==> src/logic/isc_pkg.sv <==
// Constants and types shared by the ISA capability register design
package isc_pkg;
  // Register and field geometry
  localparam int ISC_WIDTH = 64;
  localparam int ISC_EXT_W = 26;
  localparam int ISC_CODE_MSB = 63;
  localparam int ISC_CODE_LSB = 62;
  localparam int ISC_PAD_W = ISC_CODE_LSB - ISC_EXT_W;
  // Native width codes
  localparam logic [1:0] ISC_CODE_32 = 2'h1;
  localparam logic [1:0] ISC_CODE_64 = 2'h2;
  localparam logic [1:0] ISC_CODE_128 = 2'h3;
  localparam logic [1:0] ISC_NATIVE_WIDTH_CODE = ISC_CODE_64;
  // Extension bit positions, one per letter
  localparam int ISC_BIT_A = 0;
  localparam int ISC_BIT_B = 1;
  localparam int ISC_BIT_C = 2;
  localparam int ISC_BIT_D = 3;
  localparam int ISC_BIT_E = 4;
  localparam int ISC_BIT_F = 5;
  localparam int ISC_BIT_H = 7;
  localparam int ISC_BIT_I = 8;
  localparam int ISC_BIT_M = 12;
  localparam int ISC_BIT_Q = 16;
  localparam int ISC_BIT_S = 18;
  localparam int ISC_BIT_U = 20;
  localparam int ISC_BIT_V = 21;
  localparam int ISC_BIT_X = 23;
  // Extensions this hart carries: A B C D E F I M Q S U X
  localparam logic [25:0] ISC_EXT_SUPPORTED = 26'h095113F;
  // Extensions software may switch: A C D F I M
  localparam logic [25:0] ISC_EXT_WRITABLE = 26'h000112D;
  // Reset: everything supported, full integer base over embedded base
  localparam logic [25:0] ISC_EXT_RESET = 26'h095112F;
  // Write sequencing states
  typedef enum logic [1:0] {
    ISC_IDLE,
    ISC_CHECK,
    ISC_COMMIT
  } isc_state_t;
endpackage

==> src/logic/isc_wr_if.sv <==
// Interface carrying a capability write between the controller and its helpers
`timescale 1ns/1ps
`default_nettype none
interface isc_wr_if;
  logic [25:0] cur_ext;
  logic [25:0] wr_ext;
  logic [25:0] legal_ext;
  logic next_addr_b1;
  logic suppress;
  // Controller side
  modport ctl (output cur_ext, output wr_ext, output next_addr_b1,
               input legal_ext, input suppress);
  // Legaliser side
  modport legal (input cur_ext, input wr_ext, output legal_ext);
  // Alignment checker side
  modport align (input cur_ext, input legal_ext, input next_addr_b1, output suppress);
endinterface
`default_nettype wire

==> src/logic/isc_legalise.sv <==
// Turns any written extension value into a legal, supported one
`timescale 1ns/1ps
`default_nettype none
module isc_legalise (
  isc_wr_if.legal wr
);
  import isc_pkg::*;

  // Merge writable bits, mask to support, then apply dependencies
  always_comb begin
    logic [25:0] merged;
    merged = (wr.wr_ext & ISC_EXT_WRITABLE) | (wr.cur_ext & ~ISC_EXT_WRITABLE);
    merged = merged & ISC_EXT_SUPPORTED;
    if (!merged[ISC_BIT_F]) begin
      merged[ISC_BIT_D] = 1'b0;
    end
    if (!merged[ISC_BIT_D]) begin
      merged[ISC_BIT_Q] = 1'b0;
    end
    if (!merged[ISC_BIT_I] && !ISC_EXT_SUPPORTED[ISC_BIT_E]) begin
      merged[ISC_BIT_I] = 1'b1;
    end
    merged[ISC_BIT_E] = ~merged[ISC_BIT_I];
    wr.legal_ext = merged;
  end
endmodule
`default_nettype wire

==> src/logic/isc_align_check.sv <==
// Decides whether a write must be dropped for instruction alignment
`timescale 1ns/1ps
`default_nettype none
module isc_align_check (
  isc_wr_if.align wr
);
  import isc_pkg::*;

  logic widen;

  // Losing compressed instructions raises alignment from 16 to 32 bits
  assign widen = wr.cur_ext[ISC_BIT_C] & ~wr.legal_ext[ISC_BIT_C];
  // Next instruction on an odd halfword cannot meet the new alignment
  assign wr.suppress = widen & wr.next_addr_b1;
endmodule
`default_nettype wire

==> src/logic/isc_capability.sv <==
// Machine ISA capability register: width code, extension field, write rules
//
// What this block does
// - The register is always readable; this one is fully implemented, never zero.
// - Width code 1, 2, 3 mean 32, 64, 128-bit machine width.
// - The width code is read-only; writes never change it.
// - The register is as wide as the width its code names.
// - One presence bit per letter, A at bit 0 through Z at bit 25.
// - Integer-base bit 8 for full base, embedded-base bit 4 otherwise.
// - The extension field is write-any read-legal; some bits are writable.
// - Reset loads every supported extension, full base chosen over embedded.
// - A cleared extension bit disables that extension's instructions and registers.
// - Reserved extension bits always read zero.
// - User-mode bit 20 and supervisor-mode bit 18 show supported modes.
// - Bit 23 is set when any non-standard extension is present.
// - Bit 1 set guarantees the bit-manipulation subsets.
// - Embedded-base bit is read-only and reads as inverse of integer-base bit.
// - Enabling a feature while disabling its dependency disables both.
// - Constrained field combinations are replaced by a supported combination.
// - A write raising alignment with a misaligned next address is discarded.
// - Re-enabled extension state may hold arbitrary values.
// - Unsupported writes never fault; reads give a deterministic legal value.
`timescale 1ns/1ps
`default_nettype none
module isc_capability (
  input wire logic clk,
  input wire logic rst_n,
  input wire logic csr_wr_en,
  input wire logic [isc_pkg::ISC_WIDTH-1:0] csr_wr_data,
  input wire logic next_instr_addr_b1,
  output logic csr_ready,
  output logic [isc_pkg::ISC_WIDTH-1:0] csr_rd_data,
  output logic [isc_pkg::ISC_EXT_W-1:0] ext_enable,
  output logic [isc_pkg::ISC_EXT_W-1:0] ext_reenabled,
  output logic [1:0] native_width_code,
  output logic align_32,
  output logic wr_done,
  output logic wr_suppressed
);
  import isc_pkg::*;

  logic rst_meta_n;
  logic rst_sync_n;
  isc_state_t state;
  isc_state_t next_state;
  logic [ISC_EXT_W-1:0] ext_field;
  logic [ISC_EXT_W-1:0] wr_ext_q;
  logic addr_b1_q;
  logic [ISC_EXT_W-1:0] legal_q;
  logic suppress_q;
  logic commit;
  logic discard;
  logic take_wr;

  isc_wr_if wr_bus ();

  // Reset release through two flip-flops
  always_ff @(posedge clk or negedge rst_n) begin
    if (!rst_n) begin
      rst_meta_n <= 1'b0;
      rst_sync_n <= 1'b0;
    end else begin
      rst_meta_n <= 1'b1;
      rst_sync_n <= rst_meta_n;
    end
  end

  // Legalisation of the written extension value
  isc_legalise u_legalise (
    .wr (wr_bus.legal)
  );

  // Alignment test against the next instruction address
  isc_align_check u_align (
    .wr (wr_bus.align)
  );

  // Feed helpers with the held register and the captured write
  assign wr_bus.cur_ext = ext_field;
  assign wr_bus.wr_ext = wr_ext_q;
  assign wr_bus.next_addr_b1 = addr_b1_q;

  // A write is taken only while the sequencer is idle
  assign take_wr = csr_wr_en && (state == ISC_IDLE);
  assign commit = (state == ISC_COMMIT) && !suppress_q;
  assign discard = (state == ISC_COMMIT) && suppress_q;

  // Sequencer next state
  always_comb begin
    next_state = state;
    case (state)
      ISC_IDLE: begin
        if (csr_wr_en) begin
          next_state = ISC_CHECK;
        end
      end
      ISC_CHECK: begin
        next_state = ISC_COMMIT;
      end
      ISC_COMMIT: begin
        next_state = ISC_IDLE;
      end
      default: begin
        next_state = ISC_IDLE;
      end
    endcase
  end

  // Sequencer state register
  always_ff @(posedge clk or negedge rst_sync_n) begin
    if (!rst_sync_n) begin
      state <= ISC_IDLE;
    end else begin
      state <= next_state;
    end
  end

  // Ready while idle; a write offered when busy is ignored
  always_ff @(posedge clk or negedge rst_sync_n) begin
    if (!rst_sync_n) begin
      csr_ready <= 1'b1;
    end else begin
      csr_ready <= (next_state == ISC_IDLE);
    end
  end

  // Capture the written extension bits; the width code bits are dropped
  always_ff @(posedge clk or negedge rst_sync_n) begin
    if (!rst_sync_n) begin
      wr_ext_q <= ISC_EXT_RESET;
    end else if (take_wr) begin
      wr_ext_q <= csr_wr_data[ISC_EXT_W-1:0];
    end
  end

  // Capture the alignment of the following instruction with the write
  always_ff @(posedge clk or negedge rst_sync_n) begin
    if (!rst_sync_n) begin
      addr_b1_q <= 1'b0;
    end else if (take_wr) begin
      addr_b1_q <= next_instr_addr_b1;
    end
  end

  // Hold the legal value and the suppress decision for the commit cycle
  always_ff @(posedge clk or negedge rst_sync_n) begin
    if (!rst_sync_n) begin
      legal_q <= ISC_EXT_RESET;
      suppress_q <= 1'b0;
    end else if (state == ISC_CHECK) begin
      legal_q <= wr_bus.legal_ext;
      suppress_q <= wr_bus.suppress;
    end
  end

  // Extension field: reset to full support, updated only by a kept write
  always_ff @(posedge clk or negedge rst_sync_n) begin
    if (!rst_sync_n) begin
      ext_field <= ISC_EXT_RESET;
    end else if (commit) begin
      ext_field <= legal_q;
    end
  end

  // Read value: width code on top, zero padding, extension field below
  always_ff @(posedge clk or negedge rst_sync_n) begin
    if (!rst_sync_n) begin
      csr_rd_data <= {ISC_NATIVE_WIDTH_CODE, {ISC_PAD_W{1'b0}}, ISC_EXT_RESET};
    end else if (commit) begin
      csr_rd_data <= {ISC_NATIVE_WIDTH_CODE, {ISC_PAD_W{1'b0}}, legal_q};
    end
  end

  // Width code output for width-dependent logic elsewhere in the hart
  always_ff @(posedge clk or negedge rst_sync_n) begin
    if (!rst_sync_n) begin
      native_width_code <= ISC_NATIVE_WIDTH_CODE;
    end else begin
      native_width_code <= ISC_NATIVE_WIDTH_CODE;
    end
  end

  // Per-extension decode enables and re-enable pulses
  generate
    for (genvar i = 0; i < ISC_EXT_W; i++) begin : g_ext
      // Decode gates follow the held bit; a clear bit disables the extension
      always_ff @(posedge clk or negedge rst_sync_n) begin
        if (!rst_sync_n) begin
          ext_enable[i] <= ISC_EXT_RESET[i];
        end else if (commit) begin
          ext_enable[i] <= legal_q[i];
        end
      end
      // One-cycle pulse when a disabled extension comes back
      always_ff @(posedge clk or negedge rst_sync_n) begin
        if (!rst_sync_n) begin
          ext_reenabled[i] <= 1'b0;
        end else begin
          ext_reenabled[i] <= commit && legal_q[i] && !ext_field[i];
        end
      end
    end
  endgenerate

  // Alignment requirement: 32-bit once compressed instructions are off
  always_ff @(posedge clk or negedge rst_sync_n) begin
    if (!rst_sync_n) begin
      align_32 <= ~ISC_EXT_RESET[ISC_BIT_C];
    end else if (commit) begin
      align_32 <= ~legal_q[ISC_BIT_C];
    end
  end

  // Completion pulse for a write that took effect
  always_ff @(posedge clk or negedge rst_sync_n) begin
    if (!rst_sync_n) begin
      wr_done <= 1'b0;
    end else begin
      wr_done <= commit;
    end
  end

  // Pulse for a write dropped by the alignment check; no fault is raised
  always_ff @(posedge clk or negedge rst_sync_n) begin
    if (!rst_sync_n) begin
      wr_suppressed <= 1'b0;
    end else begin
      wr_suppressed <= discard;
    end
  end

  // Fixed bits: bit manipulation, modes and non-standard flag stay set
  // because they are supported but not writable; see the reset value.
  // Upper bits of the write data are never looked at.
  logic unused_upper;
  assign unused_upper = ^csr_wr_data[ISC_WIDTH-1:ISC_EXT_W];
endmodule
`default_nettype wire

==> config.mk <==
export PLATFORM = sky130hd
export DESIGN_NAME = isc_capability
export DESIGN_NICKNAME = d
export VERILOG_FILES = /design/src/logic/isc_pkg.sv /design/src/logic/isc_wr_if.sv /design/src/logic/isc_legalise.sv /design/src/logic/isc_align_check.sv /design/src/logic/isc_capability.sv
export SDC_FILE = /design/constraint.sdc
export NUM_CORES = 1
export LEC_CHECK = 0
export ABC_AREA = 1
export BUFFER_PORTS_ARGS = -buffer_cell sky130_fd_sc_hd__buf_4
export CELL_PAD_IN_SITES_DETAIL_PLACEMENT = 1
export CELL_PAD_IN_SITES_GLOBAL_PLACEMENT = 1
export CORE_UTILIZATION = 29
export CTS_BUF_LIST = sky130_fd_sc_hd__clkbuf_4
export DETAILED_ROUTE_END_ITERATION = 6
export GPL_TIMING_DRIVEN = 0
export HOLD_SLACK_MARGIN = 0.1
export PLACE_DENSITY = 0.86
export RECOVER_POWER = 50
export SYNTH_ARGS = -nofsm -noshare
export SYNTH_HDL_FRONTEND = slang
export SYNTH_SLANG_ARGS = --single-unit
==> constraint.sdc <==
create_clock -name clk -period 1.6 [get_ports clk]
set_input_delay 0.16 -clock clk [delete_from_list [all_inputs] [get_ports clk]]
set_output_delay 0.16 -clock clk [all_outputs]
set_load 0.1 [all_outputs]
==> results by group, run 1 <==
STA
  – Slew Viols, Final: 0
  – Final cycle utilization of the critical path: 0.9632
  – Final hold viol count: 0
  – Min Tclk post-route: 1.541 ns
  – Worst Slack Setup Final: 0.05895 ns
  – Highest attainable clock frequency: 648.9 MHz
  – Setup-violating endpoint count in the final report: 0
  – Skew final: 0.01838 ns
  – Normalized max-slew margin: 0.5795
  – Unrepaired setup endpoints after global routing: true
  – Least-Margin Pin Slew: 0.6307 ns

Placed design
  – Final GP Congestion: 0.7840
  – Final HPWL from detailed placement: 4.380 mm
  – Quantity of I/O buffers inserted on ports: 48
  – Worst setup slack after placement: 0.4136 ns
  – Post-place instance area: 3505 um2

Clock network
  – H-tree levels: 2
  – Latest clock arrival within the worst-skew pair: 0.37 ns
  – Clock transition at the register clock pins on the worst setup and hold paths after CTS: 0.15 ns
  – Clock tree from TritonCTS: built
  – Inserted Clock Buffers: 5
  – Number of clock sinks: 52
  – Clock tree buffer depth: 2
  – Root Buffer: sky130_fd_sc_hd__clkbuf_4

Detailed routing
  – Iteration-0 DRC count of the detailed router: 58
  – Vias per cell: 3.697
  – Met1 WL: 2.205 mm
  – Amount of wire on met2 after detailed routing: 2.842 mm
  – Total wire length after detailed routing: 5.564 mm
  – Total length of routed met3 wires: 444 um
  – DR DRC count: 10
  – Initial DRT Pass Iterations: 6
  – Via count: 2015
  – Uppermost metal layer occupied by signal nets: met4
  – Antenna-violating nets left: 0
  – Routed length per instance: 10.21 um

Worst setup path
  – Highest fanout seen on the critical path: 8
  – Critical path endpoint: wr_bus.wr_ext[8]
  – Cell with the largest stage delay on the worst path: sky130_fd_sc_hd__dlygate4sd3_1
  – Reg2reg end: wr_bus.wr_ext[8]
  – Reg-to-reg critical path startpoint: state[1]
  – Critical path's largest stage delay: 0.58 ns
  – Critical path start-end classification: reg2reg
  – Data required time of the worst path: 1.91 ns
  – Launching instance or port of the critical path: state[1]
  – CP cell instances: buf_6 -> nor2_4 -> nand3_1 -> dlygate4sd3_1 -> nand2_1
  – Count of cells along the worst register-to-register path: 5
  – Endpoint kind of the worst setup timing path: flip-flop
  – Arrival time of data at the critical path endpoint: 1.85 ns
  – Critical Path Start Type: flip-flop
  – Register-to-Register Setup Slack: 0.06 ns

Pwr
  – Maximum vdd drop: 0.7522 mV
  – Sequential share of power: 0.317
  – Static leakage: 0.002121 uW
  – Combinational share of power: 0.586
  – Sw Pwr: 3409 uW
  – Power density normalized to cell area: 1620 nW/um2
  – Fraction of power spent switching nets: 0.5711
  – Part of the power in the clock network: 0.097
  – Internal power: 2560 uW

Global route
  – Initial antenna violation count: 0
  – Grt ovf: 0
  – Overall routing resource usage: 0.1200
  – Wire length of the first global-routing pass: 9.128 mm
  – Number of global-route vias before repair: 1894
  – Maximum number of pins on one net before global-route repair: 27

Floorplanning
  – Core ar.: 8848 um2
  – Die extent in y: 98.07 um
  – Floorplan die width: 98.07 um
  – Ports: 190
  – Initial core utilization: 0.3025
  – Num rows: 34
  – Die outline area: 9617 um2

Logic synthesis
  – Leading area contributor after synthesis: sky130_fd_sc_hd__dfstp_2
  – Ys Warns: 0
  – Netlist area before placement: 2676 um2
  – Register area share after synthesis: 0.4998
  – Number of unique standard cell types used by synthesis: 18
  – Gate Count Post-Synth: 282
  – Largest cells by area after synthesis: sky130_fd_sc_hd__dfstp_2, sky130_fd_sc_hd__buf_4, sky130_fd_sc_hd__dfrtp_1
  – Share of Yosys cell area claimed by the top area cell type: 0.2847
  – Synth Area per Inst: 9.490 um2
  – Count of state elements after synthesis: 52

Final layout
  – End-of-flow core utilization: 0.4163
  – Relative area change from synthesis to final layout: 37.63%
  – Most used cells in the layout excluding fill and tap cells: sky130_fd_sc_hd__buf_4, sky130_fd_sc_hd__conb_1, sky130_fd_sc_hd__nand2_1
  – Proportion of layout cells with a drive suffix above 1: 0.4485
  – Final non-filler cell area: 3684 um2
  – ANT cells: 0
  – Number of nets in the final layout: 504
  – Layout fillers: 1101
  – Most frequent standard cell in the layout excluding fill and tap cells: sky130_fd_sc_hd__buf_4

Run status
  – Failing checks: design-rule violations
  – Result of the run: complete, but fails checks

Flow run
  – Number of max-cap violations: 0

Hold path
  – Worst min-delay path category: in2reg
-- logic make-up after synthesis --
| logic type | count (synthesis) | synth area share |
|---|---|---|
| other | 2 | 0.002806 |
| AND/OR/NAND/NOR | 110 | 0.1781 |
| flip-flops | 52 | 0.4998 |
| AO/OA/AOI/OAI | 5 | 0.01215 |
| buffers and inverters | 113 | 0.3071 |
-- state kept, by name (all words and copies together), names as in the netlist --
signal and cells:
state 2, wr_bus.wr_ext 6, ext_field 11, align_32 1
addr_b1_q 1, ext_reenabled 12, wr_suppressed 1, rst_sync_n 1
csr_ready 1, suppress_q 1, ext_enable 1, legal_q 12
wr_done 1, rst_meta_n 1
-- area by class of cell --
cell class | instances | area [um2] | area share
sequential | 52 | 1339 | 0.3635
buffer | 105 | 774.5 | 0.2103
tap | 108 | 135.1 | 0.03668
clock buffer | 6 | 45.04 | 0.01223
clock inverter | 2 | 11.26 | 0.003057
multi-input combinational | 198 | 814.5 | 0.2211
timing repair buffer | 66 | 534.3 | 0.1450
inverter | 8 | 30.03 | 0.008152
-- layer usage --
layer / up-vias / GRT usage
met5: - / 0
met4: 0 / 0.04196
met3: 8 / 0.03006
met2: 80 / 0.2199
met1: 923 / 0.1343
li1: 1004 / -
-- worst min-delay path by stage --
stage	start	end	slack, ns	cells past startpoint
after CTS	csr_wr_en	state[0]	0.18	3
after floorplan	rst_n	rst_meta_n	-0.14	0
final	csr_wr_en	wr_bus.wr_ext[3]	0.06	3
after global routing	csr_wr_en	wr_bus.wr_ext[3]	0.12	3
after global placement	rst_n	rst_meta_n	-0.06	1
after detailed placement	rst_n	rst_meta_n	-0.05	1
-- synthesized netlist by cell type --
cell type / number
sky130_fd_sc_hd__conb_1: 2
sky130_fd_sc_hd__buf_6: 3
sky130_fd_sc_hd__buf_2: 3
sky130_fd_sc_hd__nand3_1: 9
sky130_fd_sc_hd__o21ai_2: 2
sky130_fd_sc_hd__nand2_1: 70
sky130_fd_sc_hd__nor2_4: 1
sky130_fd_sc_hd__nor3_1: 1
sky130_fd_sc_hd__o21ai_0: 3
sky130_fd_sc_hd__dfstp_2: 29
sky130_fd_sc_hd__inv_2: 2
sky130_fd_sc_hd__inv_1: 6
sky130_fd_sc_hd__buf_4: 99
sky130_fd_sc_hd__nand2_2: 2
sky130_fd_sc_hd__dfrtp_1: 23
sky130_fd_sc_hd__nand4_1: 13
sky130_fd_sc_hd__nand3_2: 1
sky130_fd_sc_hd__nor2_1: 13
-- timing repair --
action / 4_1_cts / 5_1_grt
hold buffers: 16 / 0
setup endpoints to repair: 0 / 5
setup buffers: 0 / 2
endpoints found under the hold margin: 9 / 0
resized for setup: 0 / 1
-- metrics by stage --
stage | std cells | total power, uW | setup TNS (ns) | hold slack [ns]
floorplan | 363 | 4887 | 0 | -0.1356
global placement | 519 | 5315 | -7.842 | -0.05703
detailed placement | 520 | 5389 | 0 | -0.05330
CTS | 544 | 6011 | 0 | 0.1785
global route | 545 | 6213 | -0.01023 | 0.1235
finish | 545 | 5969 | 0 | 0.06121
-- power by group through the flow --
stage / clock [uW] / sequential, uW / combinational [uW]
global route: 653 / 1940 / 3620
global placement: 0 / 1910 / 3410
finish: 580 / 1890 / 3500
CTS: 607 / 1900 / 3500
detailed placement: 0 / 1920 / 3470
floorplan: 0 / 2800 / 2090
-- critical path: cells and delay by family, from the launching register on --
kind | cells | cell delay [ns]
and+or+nand+nor | 3 | 0.36
DFF | 1 | 0.41
buffers and inverters | 2 | 0.72
(Power assumes the default switching activity.)
==> inputs of run 2 (changes only) <==
- CORE_ASPECT_RATIO: not set -> 0.9
- CORE_UTILIZATION: 29 -> 28
- CTS_BUF_LIST: sky130_fd_sc_hd__clkbuf_4 -> not set
- MAX_ROUTING_LAYER: not set -> met4
- PLACE_DENSITY: 0.86 -> 0.83
==> run 2 against run 1 <==
  * The flow now finishes without violations
  * Non-clock buffer count fell by 9
  * Global-route usage rose by 0.13 points
  * Sequential power barely moved
==> results by group, run 2 (synthesis results as in run 1) <==
Worst setup path
  – Highest fanout seen on the critical path: 5
  – Count of cells along the worst register-to-register path: 4
  – Count of buffer and inverter cells on the critical path: 2
  – Top Family by Delay on Critical Path: flip-flops
  – Data required time of the worst path: 1.44 ns
  – CP cell instances: buf_4 -> buf_4
  – Cell with the largest stage delay on the worst path: sky130_fd_sc_hd__dfstp_2
  – Critical path start-end classification: reg2out
  – Reg2reg end: ext_reenabled[0]
  – Arrival time of data at the critical path endpoint: 1.30 ns
  – Endpoint kind of the worst setup timing path: output pin
  – CP most frequent cell: sky130_fd_sc_hd__buf_4
  – Register-to-Register Setup Slack: 0.21 ns
  – Critical path's largest stage delay: 0.59 ns
  – Critical Path Start Type: flip-flop
  – Reg-to-reg critical path startpoint: suppress_q

Clock network
  – Inserted Clock Buffers: 5
  – Clock transition at the register clock pins on the worst setup and hold paths after CTS: 0.09 ns
  – Clock tree buffer depth: 2
  – Latest clock arrival within the worst-skew pair: 0.31 ns
  – H-tree levels: 2
  – Root Buffer: sky130_fd_sc_hd__clkbuf_8
  – Number of clock sinks: 52
  – Clock tree from TritonCTS: built

Final layout
  – Most frequent standard cell in the layout excluding fill and tap cells: sky130_fd_sc_hd__buf_4
  – Proportion of layout cells with a drive suffix above 1: 0.4509
  – End-of-flow core utilization: 0.3979
  – ANT cells: 0
  – Number of nets in the final layout: 495
  – Relative area change from synthesis to final layout: 36.89%
  – Final non-filler cell area: 3664 um2
  – Most used cells in the layout excluding fill and tap cells: sky130_fd_sc_hd__buf_4, sky130_fd_sc_hd__conb_1, sky130_fd_sc_hd__nand2_1
  – Biggest registers after layout: ext_reenabled: 12 flops, legal_q: 12 flops, ext_field: 11 flops

Floorplanning
  – Die outline area: 9954 um2
  – Core ar.: 9208 um2
  – Floorplan die width: 105.1 um
  – Die extent in y: 94.75 um
  – Initial core utilization: 0.2907
  – Ports: 190
  – Num rows: 33

Hold path
  – Worst Hold Path Cells: 3
  – Start point of the worst min-delay path: csr_wr_en
  – Destination of the worst hold path: wr_bus.wr_ext[0]
  – Worst min-delay path category: in2reg

Detailed routing
  – Via count: 1980
  – Total wire length after detailed routing: 5.638 mm
  – Vias per cell: 3.600
  – Antenna-violating nets left: 0
  – DR DRC count: 0
  – Initial DRT Pass Iterations: 4
  – Routed length per instance: 10.25 um
  – Iteration-0 DRC count of the detailed router: 79

Pwr
  – Internal power: 2696 uW
  – Total power of the final layout: 6138 uW
  – Part of the power in the clock network: 0.125
  – Power density normalized to cell area: 1675 nW/um2
  – Sw Pwr: 3442 uW
  – Combinational share of power: 0.566
  – Sequential share of power: 0.310
  – Static leakage: 0.002124 uW
  – Fraction of power spent switching nets: 0.5608
  – Maximum vdd drop: 1.242 mV

Placed design
  – Post-place instance area: 3522 um2
  – Final GP Congestion: 0.7678
  – Quantity of I/O buffers inserted on ports: 48
  – Worst setup slack after placement: 0.4435 ns
  – Final HPWL from detailed placement: 4.439 mm

STA
  – Min Tclk post-route: 1.455 ns
  – Setup-violating endpoint count in the final report: 0
  – Least-Margin Pin Slew: 1.058 ns
  – Slew Viols, Final: 0
  – Worst Slack Setup Final: 0.1448 ns
  – Final hold viol count: 0
  – Highest attainable clock frequency: 687.2 MHz
  – Skew final: 0.006735 ns
  – Setup TNS: 0 ns
  – Final cycle utilization of the critical path: 0.9095
  – Normalized max-slew margin: 0.2949
  – Unrepaired setup endpoints after global routing: false

Global route
  – Grt ovf: 0
  – Overall routing resource usage: 0.1213
  – Wire length of the first global-routing pass: 9.142 mm
  – Maximum number of pins on one net before global-route repair: 27
  – Initial antenna violation count: 0
  – Number of global-route vias before repair: 1922

Run status
  – Result of the run: complete, no violations

Flow run
  – Number of max-cap violations: 0
## run 2: cell count changes in the layout (fill, tap and decap cells not counted), sizes merged
| cell | delta |
|---|---|
| buf | -5 |
| clkbuf | +3 |
| clkinv | +1 |
| clkinvlp | -1 |
| dlygate4sd3 | -7 |
## run 2: per-layer routing
| metal | track usage | routed length [um] |
|---|---|---|
| met1 | 0.1375 | 2274 |
| met2 | 0.2130 | 2902 |
| met3 | 0.03520 | 414 |
| met4 | 0.02817 | 46 |
| met5 | - | 0 |
## run 2: layout make-up
class | count | area [um2]
sequential | 52 | 1338
timing repair buffer | 57 | 446.7
inverter | 8 | 30.03
tap | 122 | 152.6
fill | 1109 | 5544
multi-input combinational | 198 | 813.3
buffer | 105 | 790.8
clock buffer | 6 | 82.58
clock inverter | 2 | 10.01
## run 2: worst max-delay path by stage
stage / from / to / slack, ns / cells after the start
CTS: ext_field[2] / ext_enable[2] / 0.13 / 2
global route: ext_field[2] / ext_enable[2] / 0.09 / 2
finish: ext_field[2] / ext_enable[2] / 0.14 / 2
global placement: rst_sync_n / ext_reenabled[23] / -0.39 / 0
floorplan: ext_field[4] / ext_enable[4] / 0.08 / 1
detailed placement: suppress_q / ext_reenabled[0] / 0.44 / 4
## run 2: power by group through the flow
stage | combinational (uW) | sequential, uW | clock [uW]
6_report | 3470 | 1900 | 765
3_5_place_dp | 3470 | 1930 | 0
2_1_floorplan | 2090 | 2800 | 0
5_1_grt | 3590 | 1950 | 853
4_1_cts | 3500 | 1910 | 800
3_3_place_gp | 3410 | 1910 | 0
## run 2: worst reg2reg max path, stage by stage (launching register included)
cell and delay, ns:
sky130_fd_sc_hd__dfrtp_1 0.38, sky130_fd_sc_hd__inv_1 0.15, sky130_fd_sc_hd__clkbuf_1 0.41, sky130_fd_sc_hd__nand4_1 0.21, sky130_fd_sc_hd__nor2_1 0.15
## run 2: timing repair
action                                 in CTS  in global routing
hold buffers                                8                  0
endpoints found under the hold margin       9                  0
resized for setup                           0                  0
buffers inserted                            0                  0
## run 2: metrics by stage
step	hold WS (ns)	std cells
2_1_floorplan	-0.1356	363
3_3_place_gp	-0.05720	533
6_report	0.1318	550
4_1_cts	0.1195	550
5_1_grt	0.1384	550
3_5_place_dp	-0.05639	534
